--- config.mk ---
export PLATFORM = sky130hd
export DESIGN_NAME = mlr_motor_ctrl
export DESIGN_NICKNAME = d
export VERILOG_FILES = /design/src/logic/mlr_pkg.sv /design/src/logic/mlr_period_meter.sv /design/src/logic/mlr_restraint_timer.sv /design/src/logic/mlr_motor_ctrl.sv
export SDC_FILE = /design/constraint.sdc
export NUM_CORES = 1
export LEC_CHECK = 0
export BUFFER_PORTS_ARGS = -buffer_cell sky130_fd_sc_hd__buf_2
export CORE_ASPECT_RATIO = 0.8
export CORE_UTILIZATION = 56
export CTS_BUF_LIST = sky130_fd_sc_hd__clkbuf_4 sky130_fd_sc_hd__clkbuf_8
export CTS_CLUSTER_SIZE = 20
export DETAILED_ROUTE_END_ITERATION = 16
export MAX_ROUTING_LAYER = met4
export PLACE_DENSITY = 0.91
export SETUP_SLACK_MARGIN = 0.1
export SLEW_MARGIN = 15
export SYNTH_ARGS = -nofsm -noshare
export SYNTH_HDL_FRONTEND = slang
export SYNTH_SLANG_ARGS = --single-unit
--- constraint.sdc ---
create_clock -name ref_clk_i -period 6.35 [get_ports ref_clk_i]
set_clock_uncertainty 0.1 [all_clocks]
set_input_delay 0.635 -clock ref_clk_i [delete_from_list [all_inputs] [get_ports ref_clk_i]]
set_output_delay 0.635 -clock ref_clk_i [all_outputs]
set_load 0.01 [all_outputs]
--- src/logic/mlr_pkg.sv ---
package mlr_pkg;
	localparam int CLK_HZ = 250_000_000;
	localparam int CYC_PER_MS = CLK_HZ / 1000;
	// Servo target: one feedback period per 8192 reference clocks
	localparam int OSC_DIV = 8192;
	localparam int FB_PER_MEAS = 2;
	localparam int TARGET_CYCLES = OSC_DIV * FB_PER_MEAS;
	// Lock window of 6.25 percent is one sixteenth of the target
	localparam int LOCK_SHIFT = 4;
	localparam int LOCK_WIN = TARGET_CYCLES >> LOCK_SHIFT;
	localparam int PER_W = 20;
	// Restraint interval: 0.33 s per uF, 10 uF assumed
	localparam int RESTRAINT_MS_PER_UF = 330;
	localparam int STOP_MS_PER_UF = 15;
	localparam int CAP_UF = 10;
	localparam int RESTRAINT_MS = RESTRAINT_MS_PER_UF * CAP_UF;
	localparam int RESTRAINT_CYCLES = RESTRAINT_MS * CYC_PER_MS;
	localparam int STOP_HOLD_CYCLES = STOP_MS_PER_UF * CAP_UF * CYC_PER_MS;
	localparam int RESTRAINT_W = 30;
	localparam int DUTY_W = 8;
	localparam logic [7:0] DUTY_INIT_RST = 8'h80;
	localparam int GAIN_SHIFT = 6;
	localparam int ADDR_W = 8;
	localparam logic [7:0] ADDR_CTRL = 8'h00;
	localparam logic [7:0] ADDR_STATUS = 8'h04;
	localparam logic [7:0] ADDR_PERIOD = 8'h08;
	localparam logic [7:0] ADDR_DUTY = 8'h0c;
	localparam logic [7:0] ADDR_PHASE = 8'h10;
	localparam logic [7:0] ADDR_DUTY_INIT = 8'h14;
	localparam int CTRL_START_BIT = 0;
	localparam int ST_LOCK = 0;
	localparam int ST_TRIP = 1;
	localparam int ST_PSAVE = 2;
	localparam int ST_BRAKE = 3;
	localparam int ST_CLIM = 4;
	localparam int ST_DIR = 5;
	localparam int ST_PIN = 6;
	typedef enum logic [1:0] {
		MLR_STOP = 2'b00,
		MLR_RUN = 2'b01,
		MLR_BRAKE = 2'b10,
		MLR_TRIPPED = 2'b11
	} mlr_mode_e;
endpackage

--- src/logic/mlr_period_meter.sv ---
`timescale 1ns/1ps
module mlr_period_meter #(
	parameter int PER_W = mlr_pkg::PER_W
) (
	input wire logic ref_clk_i,
	input wire logic rst_i,
	input wire logic run_i,
	input wire logic fb_edge_i,
	output logic meas_valid_o,
	output logic [PER_W-1:0] period_o,
	output logic phase_valid_o,
	output logic [PER_W-1:0] phase_cnt_o
);
	localparam logic [PER_W-1:0] CNT_MAX = '1;
	logic [PER_W-1:0] cnt_reg, cnt_next, one_reg, one_next, per_reg, per_next, ph_reg, ph_next;
	logic half_reg, half_next, mv_reg, mv_next, pv_reg, pv_next;
	always_comb begin
		cnt_next = cnt_reg + 1'b1;
		one_next = one_reg + 1'b1;
		half_next = half_reg;
		per_next = per_reg;
		ph_next = ph_reg;
		mv_next = 1'b0;
		pv_next = 1'b0;
		if (!run_i) begin
			cnt_next = '0;
			one_next = '0;
			half_next = 1'b0;
		end else if (fb_edge_i) begin
			// Phase sample every feedback cycle, speed every second one
			pv_next = 1'b1; // [RULE16]
			// Edge cycle itself closes the interval, hence the extra count
			ph_next = one_reg + 1'b1;
			one_next = '0;
			half_next = !half_reg;
			if (half_reg) begin
				mv_next = 1'b1; // [RULE16]
				per_next = cnt_reg + 1'b1;
				cnt_next = '0;
			end
		end else if (cnt_reg == CNT_MAX) begin
			// Stalled rotor reports the longest period
			mv_next = 1'b1;
			per_next = CNT_MAX;
			cnt_next = '0;
			half_next = 1'b0;
		end
	end
	always_ff @(posedge ref_clk_i or posedge rst_i) begin
		if (rst_i) begin
			cnt_reg <= '0;
			one_reg <= '0;
			ph_reg <= '0;
			per_reg <= '0;
			half_reg <= 1'b0;
			mv_reg <= 1'b0;
			pv_reg <= 1'b0;
		end else begin
			cnt_reg <= cnt_next;
			one_reg <= one_next;
			ph_reg <= ph_next;
			per_reg <= per_next;
			half_reg <= half_next;
			mv_reg <= mv_next;
			pv_reg <= pv_next;
		end
	end
	assign meas_valid_o = mv_reg;
	assign period_o = per_reg;
	assign phase_valid_o = pv_reg;
	assign phase_cnt_o = ph_reg;
endmodule

--- src/logic/mlr_restraint_timer.sv ---
`timescale 1ns/1ps
module mlr_restraint_timer #(
	parameter int CNT_W = mlr_pkg::RESTRAINT_W,
	parameter int LIMIT = mlr_pkg::RESTRAINT_CYCLES
) (
	input wire logic ref_clk_i,
	input wire logic rst_i,
	input wire logic start_i,
	input wire logic unlocked_i,
	input wire logic cap_grounded_i,
	output logic tripped_o
);
	localparam logic [CNT_W-1:0] LAST = CNT_W'(LIMIT - 1);
	logic [CNT_W-1:0] cnt_reg, cnt_next;
	logic trip_reg, trip_next;
	always_comb begin
		cnt_next = cnt_reg;
		trip_next = trip_reg;
		if (!start_i) begin
			cnt_next = '0;
			trip_next = 1'b0; // [RULE6]
		end else if (cap_grounded_i || !unlocked_i) begin
			cnt_next = '0; // [RULE17] [RULE7]
		end else if (!trip_reg) begin
			if (cnt_reg == LAST) begin
				trip_next = 1'b1; // [RULE4]
			end else begin
				cnt_next = cnt_reg + 1'b1;
			end
		end
	end
	always_ff @(posedge ref_clk_i or posedge rst_i) begin
		if (rst_i) begin
			cnt_reg <= '0;
			trip_reg <= 1'b0;
		end else begin
			cnt_reg <= cnt_next;
			trip_reg <= trip_next;
		end
	end
	assign tripped_o = trip_reg;
endmodule

--- src/logic/mlr_motor_ctrl.sv ---
// Function
// RULE1 - locked only within 6.25 percent of rated
// RULE2 - lock pin pulled low while locked
// RULE3 - out of window, duty corrected by deviation
// RULE4 - continuous unlock while started kills low side
// RULE5 - restraint interval about 0.33 s per uF
// RULE6 - trip holds until stop or power cycle
// RULE7 - grounded timing capacitor disables protection
// RULE8 - stop held 15 ms per uF before restart; not enforced here, a CTRL start write takes effect at once
// RULE9 - stop enters power save, regulator stays on
// RULE10 - current threshold cuts the on duty
// RULE11 - direction pin selects rotation, even running
// RULE12 - overcurrent after reversal gives short brake
// RULE13 - external clock via series resistor, output open
// RULE14 - direction low forward, high reverse
// RULE15 - servo rate is reference over 8192
// RULE16 - speed result every two feedback cycles
// RULE17 - relock restarts the restraint timer
//
// Implementation choices: the placing of the registers and the APB register port.
`timescale 1ns/1ps
module mlr_motor_ctrl #(
	parameter int RESTRAINT_CYCLES = mlr_pkg::RESTRAINT_CYCLES,
	parameter int DUTY_W = mlr_pkg::DUTY_W
) (
	input wire logic ref_clk_i,
	input wire logic rst_i,
	input wire logic psel,
	input wire logic penable,
	input wire logic pwrite,
	input wire logic [mlr_pkg::ADDR_W-1:0] paddr,
	input wire logic [31:0] pwdata,
	output logic [31:0] prdata,
	output logic pready,
	output logic pslverr,
	input wire logic speed_feedback_pulse_i,
	input wire logic [2:0] hall_i,
	input wire logic dir_select_i,
	input wire logic cur_limit_i,
	input wire logic restraint_timer_cap_grounded_i,
	input wire logic lock_indicator_i,
	output logic lock_indicator_o,
	output logic lock_indicator_oe_n_o,
	output logic [2:0] high_on_o,
	output logic [2:0] low_on_o,
	output logic power_save_o,
	output logic internal_regulator_out_en_o
);
	localparam int PW = mlr_pkg::PER_W;
	localparam logic [PW:0] TARGET = (PW+1)'(mlr_pkg::TARGET_CYCLES); // [RULE15]
	localparam logic [PW:0] WIN = (PW+1)'(mlr_pkg::LOCK_WIN);
	localparam logic [DUTY_W-1:0] DUTY_MAX = '1;

	// Six-step commutation; reverse swaps upper and lower legs
	function automatic logic [5:0] commutate(input logic [2:0] h, input logic rev);
		logic [5:0] hl;
		hl = 6'h00;
		case (h)
			3'b001: hl = 6'h0a;
			3'b011: hl = 6'h0c;
			3'b010: hl = 6'h14;
			3'b110: hl = 6'h11;
			3'b100: hl = 6'h21;
			3'b101: hl = 6'h22;
			default: hl = 6'h00;
		endcase
		return rev ? {hl[2:0], hl[5:3]} : hl; // [RULE11]
	endfunction

	function automatic logic [PW:0] abs_dev(input logic [PW:0] d);
		return d[PW] ? (PW+1)'(-d) : d;
	endfunction

	function automatic logic [DUTY_W-1:0] sat_duty(input logic [DUTY_W-1:0] du,
			input logic [PW:0] d);
		logic [PW+1:0] s;
		logic [PW:0] step;
		s = '0;
		step = (PW+1)'($signed(d) >>> mlr_pkg::GAIN_SHIFT);
		if (step == '0) begin
			step = d[PW] ? '1 : (PW+1)'(1);
		end
		s = (PW+2)'(du) + {step[PW], step};
		if (s[PW+1]) begin
			return '0;
		end else if (s > (PW+2)'(DUTY_MAX)) begin
			return DUTY_MAX;
		end
		return s[DUTY_W-1:0];
	endfunction

	// Register file
	logic start_reg, start_next;
	logic [DUTY_W-1:0] dinit_reg, dinit_next;
	logic [31:0] rdata_reg, rdata_next;
	logic wr_en, mapped;

	// Speed loop and drive
	logic fb_prev_reg, fb_edge;
	logic meas_valid, phase_valid;
	logic [PW-1:0] period, phase_cnt;
	logic [PW:0] dev;
	logic locked_reg, locked_next;
	logic [PW-1:0] per_reg, per_next, phase_reg, phase_next;
	logic [DUTY_W-1:0] duty_reg, duty_next, pwm_cnt_reg, pwm_cnt_next;
	logic clim_reg, clim_next;
	logic dir_reg, dir_next, rev_pend_reg, rev_pend_next;
	logic tripped;
	mlr_pkg::mlr_mode_e mode;
	logic [2:0] high_reg, high_next, low_reg, low_next;
	logic psave_reg, psave_next, oe_n_reg, oe_n_next;
	logic [5:0] comm;

	assign mapped = paddr == mlr_pkg::ADDR_CTRL || paddr == mlr_pkg::ADDR_STATUS ||
		paddr == mlr_pkg::ADDR_PERIOD || paddr == mlr_pkg::ADDR_DUTY ||
		paddr == mlr_pkg::ADDR_PHASE || paddr == mlr_pkg::ADDR_DUTY_INIT;
	assign wr_en = psel && penable && pwrite;
	assign pready = 1'b1;
	assign pslverr = psel && penable && !mapped;
	assign prdata = rdata_reg;

	always_comb begin
		start_next = start_reg;
		dinit_next = dinit_reg;
		rdata_next = rdata_reg;
		if (wr_en && paddr == mlr_pkg::ADDR_CTRL) begin
			start_next = pwdata[mlr_pkg::CTRL_START_BIT];
		end
		if (wr_en && paddr == mlr_pkg::ADDR_DUTY_INIT) begin
			dinit_next = pwdata[DUTY_W-1:0];
		end
		// Read data is fetched in the setup phase, ready in the access phase
		if (psel && !penable) begin
			rdata_next = '0;
			case (paddr)
				mlr_pkg::ADDR_CTRL: rdata_next[mlr_pkg::CTRL_START_BIT] = start_reg;
				mlr_pkg::ADDR_STATUS: begin
					rdata_next[mlr_pkg::ST_LOCK] = locked_reg;
					rdata_next[mlr_pkg::ST_TRIP] = tripped;
					rdata_next[mlr_pkg::ST_PSAVE] = psave_reg;
					rdata_next[mlr_pkg::ST_BRAKE] = mode == mlr_pkg::MLR_BRAKE;
					rdata_next[mlr_pkg::ST_CLIM] = clim_reg;
					rdata_next[mlr_pkg::ST_DIR] = dir_reg;
					rdata_next[mlr_pkg::ST_PIN] = lock_indicator_i;
				end
				mlr_pkg::ADDR_PERIOD: rdata_next[PW-1:0] = per_reg;
				mlr_pkg::ADDR_DUTY: rdata_next[DUTY_W-1:0] = duty_reg;
				mlr_pkg::ADDR_PHASE: rdata_next[PW-1:0] = phase_reg;
				mlr_pkg::ADDR_DUTY_INIT: rdata_next[DUTY_W-1:0] = dinit_reg;
				default: rdata_next = '0;
			endcase
		end
	end

	always_ff @(posedge ref_clk_i or posedge rst_i) begin
		if (rst_i) begin
			start_reg <= 1'b0;
			dinit_reg <= mlr_pkg::DUTY_INIT_RST;
			rdata_reg <= '0;
		end else begin
			start_reg <= start_next;
			dinit_reg <= dinit_next;
			rdata_reg <= rdata_next;
		end
	end

	assign fb_edge = speed_feedback_pulse_i && !fb_prev_reg;

	mlr_period_meter #(
		.PER_W(PW)
	) u_meter (
		.ref_clk_i(ref_clk_i),
		.rst_i(rst_i),
		.run_i(start_reg),
		.fb_edge_i(fb_edge),
		.meas_valid_o(meas_valid),
		.period_o(period),
		.phase_valid_o(phase_valid),
		.phase_cnt_o(phase_cnt)
	);

	mlr_restraint_timer #(
		.CNT_W(mlr_pkg::RESTRAINT_W),
		.LIMIT(RESTRAINT_CYCLES) // [RULE5]
	) u_restraint (
		.ref_clk_i(ref_clk_i),
		.rst_i(rst_i),
		.start_i(start_reg),
		.unlocked_i(!locked_reg),
		.cap_grounded_i(restraint_timer_cap_grounded_i), // [RULE7]
		.tripped_o(tripped)
	);

	// Positive deviation means the rotor is slow
	assign dev = (PW+1)'(period) - TARGET;
	assign comm = commutate(hall_i, dir_reg);

	always_comb begin
		if (!start_reg) begin
			mode = mlr_pkg::MLR_STOP;
		end else if (tripped) begin
			mode = mlr_pkg::MLR_TRIPPED;
		end else if (rev_pend_reg && cur_limit_i) begin
			mode = mlr_pkg::MLR_BRAKE; // [RULE12]
		end else begin
			mode = mlr_pkg::MLR_RUN;
		end
	end

	always_comb begin
		locked_next = locked_reg;
		per_next = per_reg;
		phase_next = phase_reg;
		duty_next = duty_reg;
		if (!start_reg) begin
			locked_next = 1'b0;
			duty_next = dinit_reg;
		end else if (meas_valid) begin
			per_next = period;
			locked_next = abs_dev(dev) <= WIN; // [RULE1]
			if (abs_dev(dev) > WIN) begin
				duty_next = sat_duty(duty_reg, dev); // [RULE3]
			end
		end
		if (phase_valid) begin
			phase_next = phase_cnt;
		end
	end

	always_comb begin
		pwm_cnt_next = start_reg ? pwm_cnt_reg + 1'b1 : '0;
		clim_next = clim_reg;
		// Peak limit ends the on time for the rest of the PWM period
		if (pwm_cnt_next == '0) begin
			clim_next = 1'b0;
		end
		if (cur_limit_i && start_reg) begin
			clim_next = 1'b1; // [RULE10]
		end
		dir_next = dir_select_i; // [RULE14]
		rev_pend_next = rev_pend_reg;
		if (!start_reg || locked_reg) begin
			rev_pend_next = 1'b0;
		end
		if (start_reg && dir_select_i != dir_reg) begin
			rev_pend_next = 1'b1; // [RULE11]
		end
		psave_next = !start_reg; // [RULE9]
		oe_n_next = !locked_reg; // [RULE2]
		high_next = '0;
		low_next = '0;
		case (mode)
			mlr_pkg::MLR_RUN: begin
				high_next = comm[5:3];
				low_next = (pwm_cnt_reg < duty_reg && !clim_next) ? comm[2:0] : 3'b000;
			end
			mlr_pkg::MLR_BRAKE: begin
				high_next = 3'b111; // [RULE12]
				low_next = 3'b000;
			end
			mlr_pkg::MLR_TRIPPED: begin
				high_next = comm[5:3];
				low_next = 3'b000; // [RULE4]
			end
			default: begin
				high_next = 3'b000;
				low_next = 3'b000;
			end
		endcase
	end

	always_ff @(posedge ref_clk_i or posedge rst_i) begin
		if (rst_i) begin
			fb_prev_reg <= 1'b0;
			locked_reg <= 1'b0;
			per_reg <= '0;
			phase_reg <= '0;
			duty_reg <= mlr_pkg::DUTY_INIT_RST;
			pwm_cnt_reg <= '0;
			clim_reg <= 1'b0;
			dir_reg <= 1'b1;
			rev_pend_reg <= 1'b0;
			psave_reg <= 1'b1;
			oe_n_reg <= 1'b1;
			high_reg <= '0;
			low_reg <= '0;
		end else begin
			fb_prev_reg <= speed_feedback_pulse_i;
			locked_reg <= locked_next;
			per_reg <= per_next;
			phase_reg <= phase_next;
			duty_reg <= duty_next;
			pwm_cnt_reg <= pwm_cnt_next;
			clim_reg <= clim_next;
			dir_reg <= dir_next;
			rev_pend_reg <= rev_pend_next;
			psave_reg <= psave_next;
			oe_n_reg <= oe_n_next;
			high_reg <= high_next;
			low_reg <= low_next;
		end
	end

	// Open collector: only ever pulls low
	assign lock_indicator_o = 1'b0;
	assign lock_indicator_oe_n_o = oe_n_reg;
	assign high_on_o = high_reg;
	assign low_on_o = low_reg;
	assign power_save_o = psave_reg;
	assign internal_regulator_out_en_o = 1'b1; // [RULE9]
endmodule

==> results.tsv, run 1 <==
metric	value	unit
crit path capture type	register	
Rel. slew slack	0.219	
initial DRC count	840	
worst min path class	in -> reg	
Via density	5.99	
number of iterations in the first detailed-routing pass	7	
largest cells by area after synthesis	sky130_fd_sc_hd__dfrtp_1, sky130_fd_sc_hd__mux2_2, sky130_fd_sc_hd__nor2_1, sky130_fd_sc_hd__nand2_1, sky130_fd_sc_hd__xor2_1	
part of the Yosys area used for sequential elements	0.507	
count of pins over their slew limit	0	
synthesis warning total	0	
power per cell area	335	nW/um^2
cell area after technology mapping	10500	sq um
number of stages on the worst setup path	18	
final worst slack	1.30	ns
layout overhead on the synthesized area	10.8	%
final standard cell area without fillers	11600	sq um
clk slew on worst S/H paths	0.06	ns
worst-skew pair later-pin latency	0.53	ns
EDFF count, synth	0	
post-synthesis async set-or-reset flop share	1.00	
startpoint of the worst setup timing path	u_meter.period_o[14]	
die extent in x	155	um
routed length per placed instance	18.2	um
HP Start	dir_select_i	
number of distinct library cells after synthesis	81	
number of instances in the synthesized netlist	1032	
share of the synthesized area in the top cell type	0.495	
summed negative setup slack over all endpoints	0	ns
post-placement cell area	10800	sq um
clock buffer count from CTS	34	
Vert. Die Dim	124	um
Worst EP arrival	5.34	ns
Worst R2R Path Depth	18	
Reg2Reg Launch Point	u_meter.period_o[14]	
total power	3.89	mW
crit path kind	reg -> reg	
cell chosen for the clock root	sky130_fd_sc_hd__clkbuf_8	
most instantiated flip-flop cell in the synthesis netlist	sky130_fd_sc_hd__dfrtp_1	
transition time of the tightest slew-check pin	1.16	ns
Diodes inserted	0	
setup repair after global routing missed its margin	no	
total via count after detailed routing	8157	
die footprint	19300	sq um
slowest cell on the critical path	sky130_fd_sc_hd__dfrtp_1	
GP Congestion	0.932	
kind of start point of the critical path	register	
largest incremental delay on the critical path	0.48	ns
Max-Cap Viols	0	
Mapped Avg Cell Area	10.1	sq um
slack of the worst reg-to-reg path	1.30	ns
outcome	complete, no violations	
number of hold violations in the final report	0	
post-CTS setup repair buffer count	0	
Post-DP HPWL	17100	um
GR Util All Layers	0.275	
pre-CTS WS	1.44	ns
worst hold path cell count	1	
share of layout cells above drive strength 1	0.182	
total number of nets in the final design	1158	
Period Utilization, post-route	0.795	
flops & latches, synth	212	
leakage power of the design	5.29	nW
maximum clock rate	0.198	GHz
count of standard-cell rows	44	
max FFs per register	30	
overall routed net length	24900	um
total of fill cells in the finished design	1339	
drc violations	0	
maximum number of pins on one net before global-route repair	80	
most common cell in the netlist	sky130_fd_sc_hd__dfrtp_1	
H-tree levels	2	
clock period minus final worst setup slack	5.05	ns
TritonCTS clock tree	yes	
area of the core region	18200	sq um
largest area contributor in the netlist	sky130_fd_sc_hd__dfrtp_1	
post-route antenna net violation count	0	
most common library cells after synthesis	sky130_fd_sc_hd__dfrtp_1, sky130_fd_sc_hd__nor2_1, sky130_fd_sc_hd__nand2_1, sky130_fd_sc_hd__o21ai_0, sky130_fd_sc_hd__mux2_2	
maximum fanout along the worst path	9	
number of global-route vias before repair	7947	
ordered cell list for the critical path	inv_1 > ha_1 > nor3b_2 > xnor2_2 > nand4_1 > or3_1 > nand2b_1 > ha_1 > inv_1 > fa_1 > nor2b_1 > o31ai_1 > a21oi_1 > nor2b_1 > xnor2_1 > nor2_1 > a311o_4 > o221ai_1	
wire length of the first global-routing pass	40900	um
global route total overflow	0	
clk sinks	212	
required time of the worst setup path	6.64	ns
final setup fails	0	
antenna violations before repair	0	
Top Ports	97	
clock buffer depth	3	
worst supply voltage drop on vdd	0.164	mV
Crit path max-delay family	simple AND/OR/NAND/NOR gates	
starting density of the core	0.575	
Port Buf Inserts	57	
Buf/Inv on CP	2	
## layout make-up
type	count	area, sq um	area share
clock buffers	56	683	0.0589
clock inverters	6	62.6	0.00539
inverters	32	124	0.0107
multi-input cells	736	4740	0.409
flip-flops and latches	212	5310	0.458
well taps	253	317	0.0273
repair buffers	67	363	0.0313
## worst paths after layout
kind                                           endpoint
worst min-delay path                            dir_reg
max in group asynchronous       u_restraint.cnt_reg[11]
min in group asynchronous            u_meter.one_reg[8]
worst min register to register               prdata[15]
worst max-delay path                        duty_reg[3]
worst max register to register              duty_reg[3]
## logic make-up (layout without fill, tap and decap cells)
logic type | count (synthesis) | after routing | share of synthesized area
other | 2 | 15 | 0.000717
and+or+nand+nor | 380 | 380 | 0.179
adders and majority gates | 22 | 22 | 0.0270
buffers and inverters | 97 | 161 | 0.0446
DFF | 212 | 212 | 0.507
xor gates and xnor gates | 72 | 72 | 0.0609
AOI/OAI and AO/OA | 197 | 197 | 0.128
muxes | 50 | 50 | 0.0533
## cell usage in the layout, fill, tap and decap left out, types with 14 or more instances in the layout
cell type,n
sky130_fd_sc_hd__nand2_1,91
sky130_fd_sc_hd__nand3_1,32
sky130_fd_sc_hd__xnor2_1,32
sky130_fd_sc_hd__dfrtp_1,207
sky130_fd_sc_hd__buf_2,57
sky130_fd_sc_hd__a22oi_1,16
sky130_fd_sc_hd__a31oi_1,19
sky130_fd_sc_hd__xor2_1,39
sky130_fd_sc_hd__nor3_1,16
sky130_fd_sc_hd__o21ai_0,55
sky130_fd_sc_hd__clkbuf_8,42
sky130_fd_sc_hd__nor2_1,131
sky130_fd_sc_hd__and3_1,20
sky130_fd_sc_hd__a21oi_1,32
sky130_fd_sc_hd__mux2_2,46
sky130_fd_sc_hd__a21o_1,14
sky130_fd_sc_hd__inv_1,30
sky130_fd_sc_hd__clkbuf_4,14
sky130_fd_sc_hd__ha_1,21
sky130_fd_sc_hd__conb_1,15
## metal layers
layer,global-route usage,wire (um),up-vias
li1,-,-,3701
met1,0.386,10700,3925
met2,0.404,11200,471
met3,0.0550,2370,60
met4,0.0897,513,0
met5,-,0,-
## where the power goes
| group | internal, mW | switching (mW) | total (mW) |
|---|---|---|---|
| registers | 1.55 | 0.234 | 1.79 |
| logic | 0.369 | 0.474 | 0.843 |
| clock network | 0.725 | 0.536 | 1.26 |
| total | 2.65 | 1.24 | 3.89 |
## timing repair
item,in CTS,in global routing
gates resized for setup,0,0
endpoints found under the hold margin,2,0
endpoints found under the setup margin,0,0
hold buffers,1,0
## per-stage QoR
step | hold slack [ns] | utilization | std cells
after floorplan | 0.309 | - | 1045
after global placement | 0.355 | 0.595 | 1299
after detailed placement | 0.365 | 0.595 | 1299
after CTS | 0.114 | 0.637 | 1362
after global routing | 0.114 | 0.637 | 1362
final | 0.125 | 0.637 | 1362
Power figures use the tool's default switching activity.
==> run 2, diff against run 1 <==
--- a/config.mk
+++ b/config.mk
@@ -5,6 +5,7 @@
 export SDC_FILE = /design/constraint.sdc
 export NUM_CORES = 1
 export LEC_CHECK = 0
+export ABC_AREA = 1
 export BUFFER_PORTS_ARGS = -buffer_cell sky130_fd_sc_hd__buf_2
 export CORE_ASPECT_RATIO = 0.8
 export CORE_UTILIZATION = 56
==> constraint.sdc (replaced) <==
create_clock -name ref_clk_i -period 4.15 [get_ports ref_clk_i]
set_clock_uncertainty 0.1 [all_clocks]
set_input_delay 0.415 -clock ref_clk_i [delete_from_list [all_inputs] [get_ports ref_clk_i]]
set_output_delay 0.415 -clock ref_clk_i [all_outputs]
set_load 0.01 [all_outputs]
==> run 2 against run 1 <==
  * Sequential share of layout area decreased by 2.3 points
  * Flip-flop and latch count unchanged
  * Final cell count increased by 21%
  * Clock power increased by 60%
  * Synthesized cell count increased by 26%
==> results.tsv, run 2 <==
metric	value	unit	change
synthesis warning total	0		unchanged
cell chosen for the clock root	sky130_fd_sc_hd__clkbuf_8		
maximum number of pins on one net before global-route repair	82		+2.5%
largest area contributor in the netlist	sky130_fd_sc_hd__dfrtp_1		
clock buffer depth	3		unchanged
Post-DP HPWL	19100	um	+12%
endpoint of the worst register-to-register path	duty_reg[6]		
largest incremental delay on the critical path	0.48	ns	about the same
die footprint	20100	sq um	+4.2%
clk slew on worst S/H paths	0.07	ns	about the same
Diodes inserted	0		unchanged
largest cells by area after synthesis	sky130_fd_sc_hd__dfrtp_1, sky130_fd_sc_hd__nand2_1, sky130_fd_sc_hd__nor2_1, sky130_fd_sc_hd__inv_1, sky130_fd_sc_hd__o21ai_0		
clk sinks	212		unchanged
clock buffer count from CTS	31		-8.8%
H-tree levels	1		-1
total number of nets in the final design	1444		+25%
Rel. slew slack	0.296		+0.0774
initial DRC count	983		+17%
Port Buf Inserts	57		unchanged
crit path kind	reg -> reg		
worst hold path cell count	3		+2
final cell count without fillers	1649		+21%
part of the Yosys area used for sequential elements	0.487		-0.0206
outcome	complete, no violations		
number of distinct library cells after synthesis	56		-31%
required time of the worst setup path	4.52	ns	-2.12 ns
Top Ports	97		unchanged
cell area after technology mapping	10900	sq um	+4.2%
TritonCTS clock tree	yes		
critical path's most frequent cell	sky130_fd_sc_hd__nand2_1		
pre-CTS WS	0.358	ns	-1.08 ns
setup repair after global routing missed its margin	no		
clock period minus final worst setup slack	3.71	ns	-1.33 ns
HP Start	pwdata[0]		
post-CTS setup repair buffer count	0		unchanged
global route total overflow	0		unchanged
Reg2Reg Launch Point	u_meter.period_o[14]		
area of the core region	19000	sq um	+4.4%
antenna violations before repair	0		unchanged
wire length of the first global-routing pass	44600	um	+9.1%
count of pins over their slew limit	0		unchanged
layout overhead on the synthesized area	12.0	%	
Via density	5.74		-4.1%
max FFs per register	30		unchanged
Worst R2R Path Depth	24		+6
share of layout cells above drive strength 1	0.152		-0.0297
routed length per placed instance	16.3	um	-10%
slowest cell on the critical path	sky130_fd_sc_hd__dfrtp_1		
flops & latches, synth	212		unchanged
drc violations	0		unchanged
post-route antenna net violation count	0		unchanged
EDFF count, synth	0		unchanged
most common library cells after synthesis	sky130_fd_sc_hd__nand2_1, sky130_fd_sc_hd__dfrtp_1, sky130_fd_sc_hd__nor2_1, sky130_fd_sc_hd__inv_1, sky130_fd_sc_hd__o21ai_0		
count of standard-cell rows	45		+2.3%
hold endpoint	start_reg		
Vert. Die Dim	127	um	+2.1%
total of fill cells in the finished design	1520		+14%
share of the synthesized area in the top cell type	0.474		-0.0201
most used cells in the layout excluding fill and tap cells	sky130_fd_sc_hd__nand2_1, sky130_fd_sc_hd__dfrtp_1, sky130_fd_sc_hd__nor2_1, sky130_fd_sc_hd__inv_1, sky130_fd_sc_hd__o21ai_0		
Mapped Avg Cell Area	8.38	sq um	-17%
overall routed net length	26900	um	+8.4%
leakage power of the design	5.60	nW	+5.8%
worst-skew pair later-pin latency	0.58	ns	+0.05 ns
number of global-route vias before repair	9142		+15%
GR Util All Layers	0.286		+0.0107
maximum clock rate	0.269	GHz	+36%
transition time of the tightest slew-check pin	1.06	ns	-0.105 ns
most frequent standard cell in the layout excluding fill and tap cells	sky130_fd_sc_hd__nand2_1		
most common cell in the netlist	sky130_fd_sc_hd__nand2_1		
Max-Cap Viols	0		unchanged
number of instances in the synthesized netlist	1302		+26%
Period Utilization, post-route	0.895		+0.100
Placed Cells incl. Taps	1584		+22%
number of iterations in the first detailed-routing pass	6		-1
total via count after detailed routing	9468		+16%
number of hold violations in the final report	0		unchanged
final setup fails	0		unchanged
maximum fanout along the worst path	13		+4
post-synthesis async set-or-reset flop share	1.00		unchanged
kind of start point of the critical path	register		
total power	4.39	mW	+13%
starting density of the core	0.574		-0.00114
die extent in x	158	um	+2.1%
worst supply voltage drop on vdd	0.308	mV	+88%
final worst slack	0.436	ns	-0.868 ns
summed negative setup slack over all endpoints	0	ns	unchanged
Worst EP arrival	4.08	ns	-1.26 ns
GP Congestion	0.950		+1.9%
power per cell area	359	nW/um^2	+7.1%
ordered cell list for the critical path	inv_4 > ha_1 > inv_1 > nor2_2 > clkinv_2 > nand3_2 > nor2_4 > nand3_4 > nand2_1 > ha_1 > inv_1 > fa_1 > o21ai_2 > a21oi_1 > nor2_2 > a21boi_1 > nor2_1 > nand2_2 > nor2_8 > nand2_4 > nand2_4 > nand3_1 > nand2_1 > nand2_1		
most instantiated flip-flop cell in the synthesis netlist	sky130_fd_sc_hd__dfrtp_1		
slack of the worst reg-to-reg path	0.44	ns	-0.87 ns
worst min path class	in -> reg		
crit path capture type	register		
==> run 2: cell count changes in the layout (fill, tap and decap cells not counted), sizes merged, moves of 33 or more <==
cell | before | now
mux2 | 46 | 13
a21oi | 32 | 69
o21ai | 62 | 95
nand3 | 32 | 74
inv | 33 | 150
nand2 | 91 | 267
==> run 2: cell type report <==
cell class | count | area [sq um] | share of cell area
clock buffer | 47 | 609 | 0.0498
timing repair buffer | 79 | 500 | 0.0409
inverter | 152 | 578 | 0.0473
clock inverter | 8 | 145 | 0.0119
tap | 258 | 323 | 0.0264
multi-input combinational | 893 | 4760 | 0.389
sequential | 212 | 5310 | 0.434
==> run 2: worst max-delay path by stage <==
stage	slack, ns	cells past startpoint	to	startpoint
floorplan	0.78	25	duty_reg[0]	u_meter.period_o[14]
global placement	0.52	23	duty_reg[2]	u_meter.period_o[14]
detailed placement	0.36	23	duty_reg[2]	u_meter.period_o[14]
CTS	0.34	23	duty_reg[2]	u_meter.period_o[14]
global route	0.15	23	duty_reg[1]	u_meter.period_o[14]
finish	0.44	24	duty_reg[6]	u_meter.period_o[14]
==> run 2: logic make-up after synthesis <==
| family | after synthesis | share of synthesized area |
|---|---|---|
| compound gates | 238 | 0.124 |
| xor+xnor | 37 | 0.0297 |
| fa+ha+maj | 22 | 0.0259 |
| buf+inv | 210 | 0.0830 |
| flops | 212 | 0.487 |
| mux | 13 | 0.0134 |
| other cells | 2 | 0.000688 |
| simple gates | 568 | 0.236 |
==> run 2: where the power goes <==
group          internal [mW]  switching [mW]  leakage, nW
Combinational         0.0787           0.157         2.51
Sequential              2.11          0.0317         2.70
Clock                   1.18           0.825        0.387
==> run 2: what timing repair did <==
action	in CTS	in global routing
hold buffers	10	0
endpoints found under the setup margin	0	8
resized for setup	0	2
hold endpoints to repair	42	0
==> run 2: per-layer routing <==
layer  track usage  part of all wire
met4        0.0984             0.030
met3        0.0437             0.082
met5             -                 0
met2         0.447              0.47
met1         0.381              0.42
==> run 2: worst max-delay path: cells and delay by family (launching register included) <==
family | cells | cell delay [ns]
simple gates | 14 | 1.43
fa+ha+maj | 3 | 0.81
flops | 1 | 0.48
compound gates | 3 | 0.45
buf+inv | 4 | 0.35
==> run 2: per-stage QoR <==
stage / area (sq um) / hold WS [ns] / util
after floorplan: 11000 / 0.309 / -
after global placement: 11400 / 0.361 / 0.597
after detailed placement: 11400 / 0.367 / 0.597
after CTS: 12200 / 0.0142 / 0.642
after global routing: 12200 / 0.0318 / 0.642
final: 12200 / 0.0326 / 0.642
==> run 3, diff against run 2 <==
--- a/config.mk
+++ b/config.mk
@@ -12,6 +12,7 @@
 export CTS_BUF_LIST = sky130_fd_sc_hd__clkbuf_4 sky130_fd_sc_hd__clkbuf_8
 export CTS_CLUSTER_SIZE = 20
 export DETAILED_ROUTE_END_ITERATION = 16
+export HOLD_SLACK_MARGIN = 0.15
 export MAX_ROUTING_LAYER = met4
 export PLACE_DENSITY = 0.91
 export SETUP_SLACK_MARGIN = 0.1
==> run 3 against run 2 <==
  * Routed wire length is 0.97% higher
  * Critical path type unchanged
  * Core utilization is 0.42 points higher
  * Sequential share of layout area is 0.28 points lower
  * First-iteration DRC count is 11% higher
  * Global-route usage is 0.27 points higher
  * Via count is 0.31% higher
==> results.tsv, run 3 (synthesis results as in run 2) <==
metric	value	unit	change
transition time of the tightest slew-check pin	1.07	ns	+0.0155 ns
post-route antenna net violation count	0		unchanged
H-tree levels	1		unchanged
GR Util All Layers	0.289		+0.00270
post-placement cell area	11400	sq um	unchanged
number of hold violations in the final report	0		unchanged
total via count after detailed routing	9497		+0.31%
max FFs per register	30		unchanged
number of global-route vias before repair	9215		+0.80%
count of pins over their slew limit	0		unchanged
largest incremental delay on the critical path	0.47	ns	about the same
Top Ports	97		unchanged
cell chosen for the clock root	sky130_fd_sc_hd__clkbuf_8		
crit path kind	reg -> reg		
most frequent standard cell in the layout excluding fill and tap cells	sky130_fd_sc_hd__nand2_1		
clk sinks	212		unchanged
summed negative setup slack over all endpoints	0	ns	unchanged
TritonCTS clock tree	yes		
antenna violations before repair	0		unchanged
leakage power of the design	5.63	nW	+0.62%
maximum fanout along the worst path	13		unchanged
crit path capture type	register		
starting density of the core	0.574		unchanged
clock buffer count from CTS	31		unchanged
GP Congestion	0.950		unchanged
setup repair after global routing missed its margin	no		
clock period minus final worst setup slack	3.71	ns	-0.0000210 ns
worst supply voltage drop on vdd	0.307	mV	-0.40%
clock buffer depth	3		unchanged
required time of the worst setup path	4.52	ns	about the same
Diodes inserted	0		unchanged
overall routed net length	27200	um	+0.97%
drc violations	0		unchanged
worst-skew pair later-pin latency	0.58	ns	about the same
total of fill cells in the finished design	1508		-0.79%
slack of the worst reg-to-reg path	0.44	ns	about the same
die extent in x	158	um	unchanged
count of standard-cell rows	45		unchanged
area of the core region	19000	sq um	unchanged
Worst EP arrival	4.08	ns	about the same
Period Utilization, post-route	0.895		about the same
wire length of the first global-routing pass	45000	um	+0.88%
power per cell area	357	nW/um^2	-0.59%
outcome	complete, no violations		
pre-CTS WS	0.358	ns	unchanged
Post-DP HPWL	19100	um	unchanged
Via density	5.73		-0.18%
worst min path class	in -> reg		
initial DRC count	1087		+11%
ordered cell list for the critical path	inv_4 > ha_1 > inv_1 > nor2_2 > clkinv_2 > nand3_2 > nor2_4 > nand3_4 > nand2_1 > ha_1 > inv_1 > fa_1 > o21ai_2 > a21oi_1 > nor2_2 > a21boi_1 > nor2_1 > nand2_2 > nor2_8 > nand2_4 > nand2_4 > nand3_1 > nand2_1 > nand2_1		
routed length per placed instance	16.4	um	+0.48%
final setup fails	0		unchanged
Max-Cap Viols	0		unchanged
maximum clock rate	0.269	GHz	about the same
slowest cell on the critical path	sky130_fd_sc_hd__dfrtp_1		
Rel. slew slack	0.286		-0.0104
critical path's most frequent cell	sky130_fd_sc_hd__nand2_1		
most used cells in the layout excluding fill and tap cells	sky130_fd_sc_hd__nand2_1, sky130_fd_sc_hd__dfrtp_1, sky130_fd_sc_hd__nor2_1, sky130_fd_sc_hd__inv_1, sky130_fd_sc_hd__o21ai_0		
share of layout cells above drive strength 1	0.152		-0.000872
Port Buf Inserts	57		unchanged
number of iterations in the first detailed-routing pass	6		unchanged
total number of nets in the final design	1452		+0.55%
Vert. Die Dim	127	um	unchanged
layout overhead on the synthesized area	12.7	%	
global route total overflow	0		unchanged
final worst slack	0.436	ns	+0.0000210 ns
final standard cell area without fillers	12300	sq um	+0.66%
maximum number of pins on one net before global-route repair	82		unchanged
kind of start point of the critical path	register		
die footprint	20100	sq um	unchanged
clk slew on worst S/H paths	0.07	ns	about the same
run 3: changes by cell type in the layout (fill, tap and decap cells not counted), sizes merged:
cell and change:
dlygate4sd3 +8
run 3: worst paths after layout:
path,depth (start not counted),endpoint,start
hold / removal,4,start_reg,pwrite
min in group asynchronous,3,u_restraint.cnt_reg[3],rst_i
setup / recovery,24,duty_reg[6],u_meter.period_o[14]
setup reg to reg,24,duty_reg[6],u_meter.period_o[14]
hold reg to reg,2,u_meter.phase_cnt_o[6],u_meter.phase_cnt_o[6]
max in group asynchronous,4,u_meter.phase_cnt_o[18],rst_i
run 3: timing repair:
action | CTS | global route
endpoints found under the hold margin | 55 | 0
endpoints found under the setup margin | 0 | 8
hold buffers | 18 | 0
setup buffers | 0 | 0
gates resized for setup | 0 | 2
run 3: per-stage QoR:
step | hold slack (ns) | utilization | power (mW) | instances
2_1_floorplan | 0.309 | - | 2.33 | 1315
3_3_place_gp | 0.361 | 0.597 | 2.40 | 1584
3_5_place_dp | 0.367 | 0.597 | 2.41 | 1584
4_1_cts | 0.188 | 0.646 | 4.40 | 1657
5_1_grt | 0.224 | 0.647 | 4.53 | 1657
6_report | 0.202 | 0.647 | 4.39 | 1657
run 3: metal layers:
| metal | GRT usage | vias to the layer above | share of wire |
|---|---|---|---|
| li1 | - | 4433 | - |
| met1 | 0.381 | 4522 | 0.42 |
| met2 | 0.454 | 464 | 0.47 |
| met3 | 0.0444 | 78 | 0.077 |
| met4 | 0.101 | 0 | 0.032 |
| met5 | - | - | 0 |
run 3: cell type report:
cell class                      count  area (sq um)  share of cell area
Tap cell                          258           323              0.0262
Multi-Input combinational cell    893          4760               0.387
Clock inverter                      8           145              0.0118
Clock buffer                       47           609              0.0495
Timing Repair Buffer               87           581              0.0472
Inverter                          152           578              0.0470
Sequential cell                   212          5310               0.432
run 3: power by group:
part / internal (mW) / switching [mW]
clock: 1.18 / 0.821
combinational: 0.0838 / 0.158
sequential: 2.11 / 0.0317
total: 3.38 / 1.01
run 3: worst max-delay path, delay by kind of cell (launching register included):
kind / cells / cell delay [ns]
AND/OR/NAND/NOR: 14 / 1.43
adder cells (fa/ha/maj): 3 / 0.81
AO/OA/AOI/OAI: 3 / 0.45
buffers and inverters: 4 / 0.35
flip-flops: 1 / 0.47
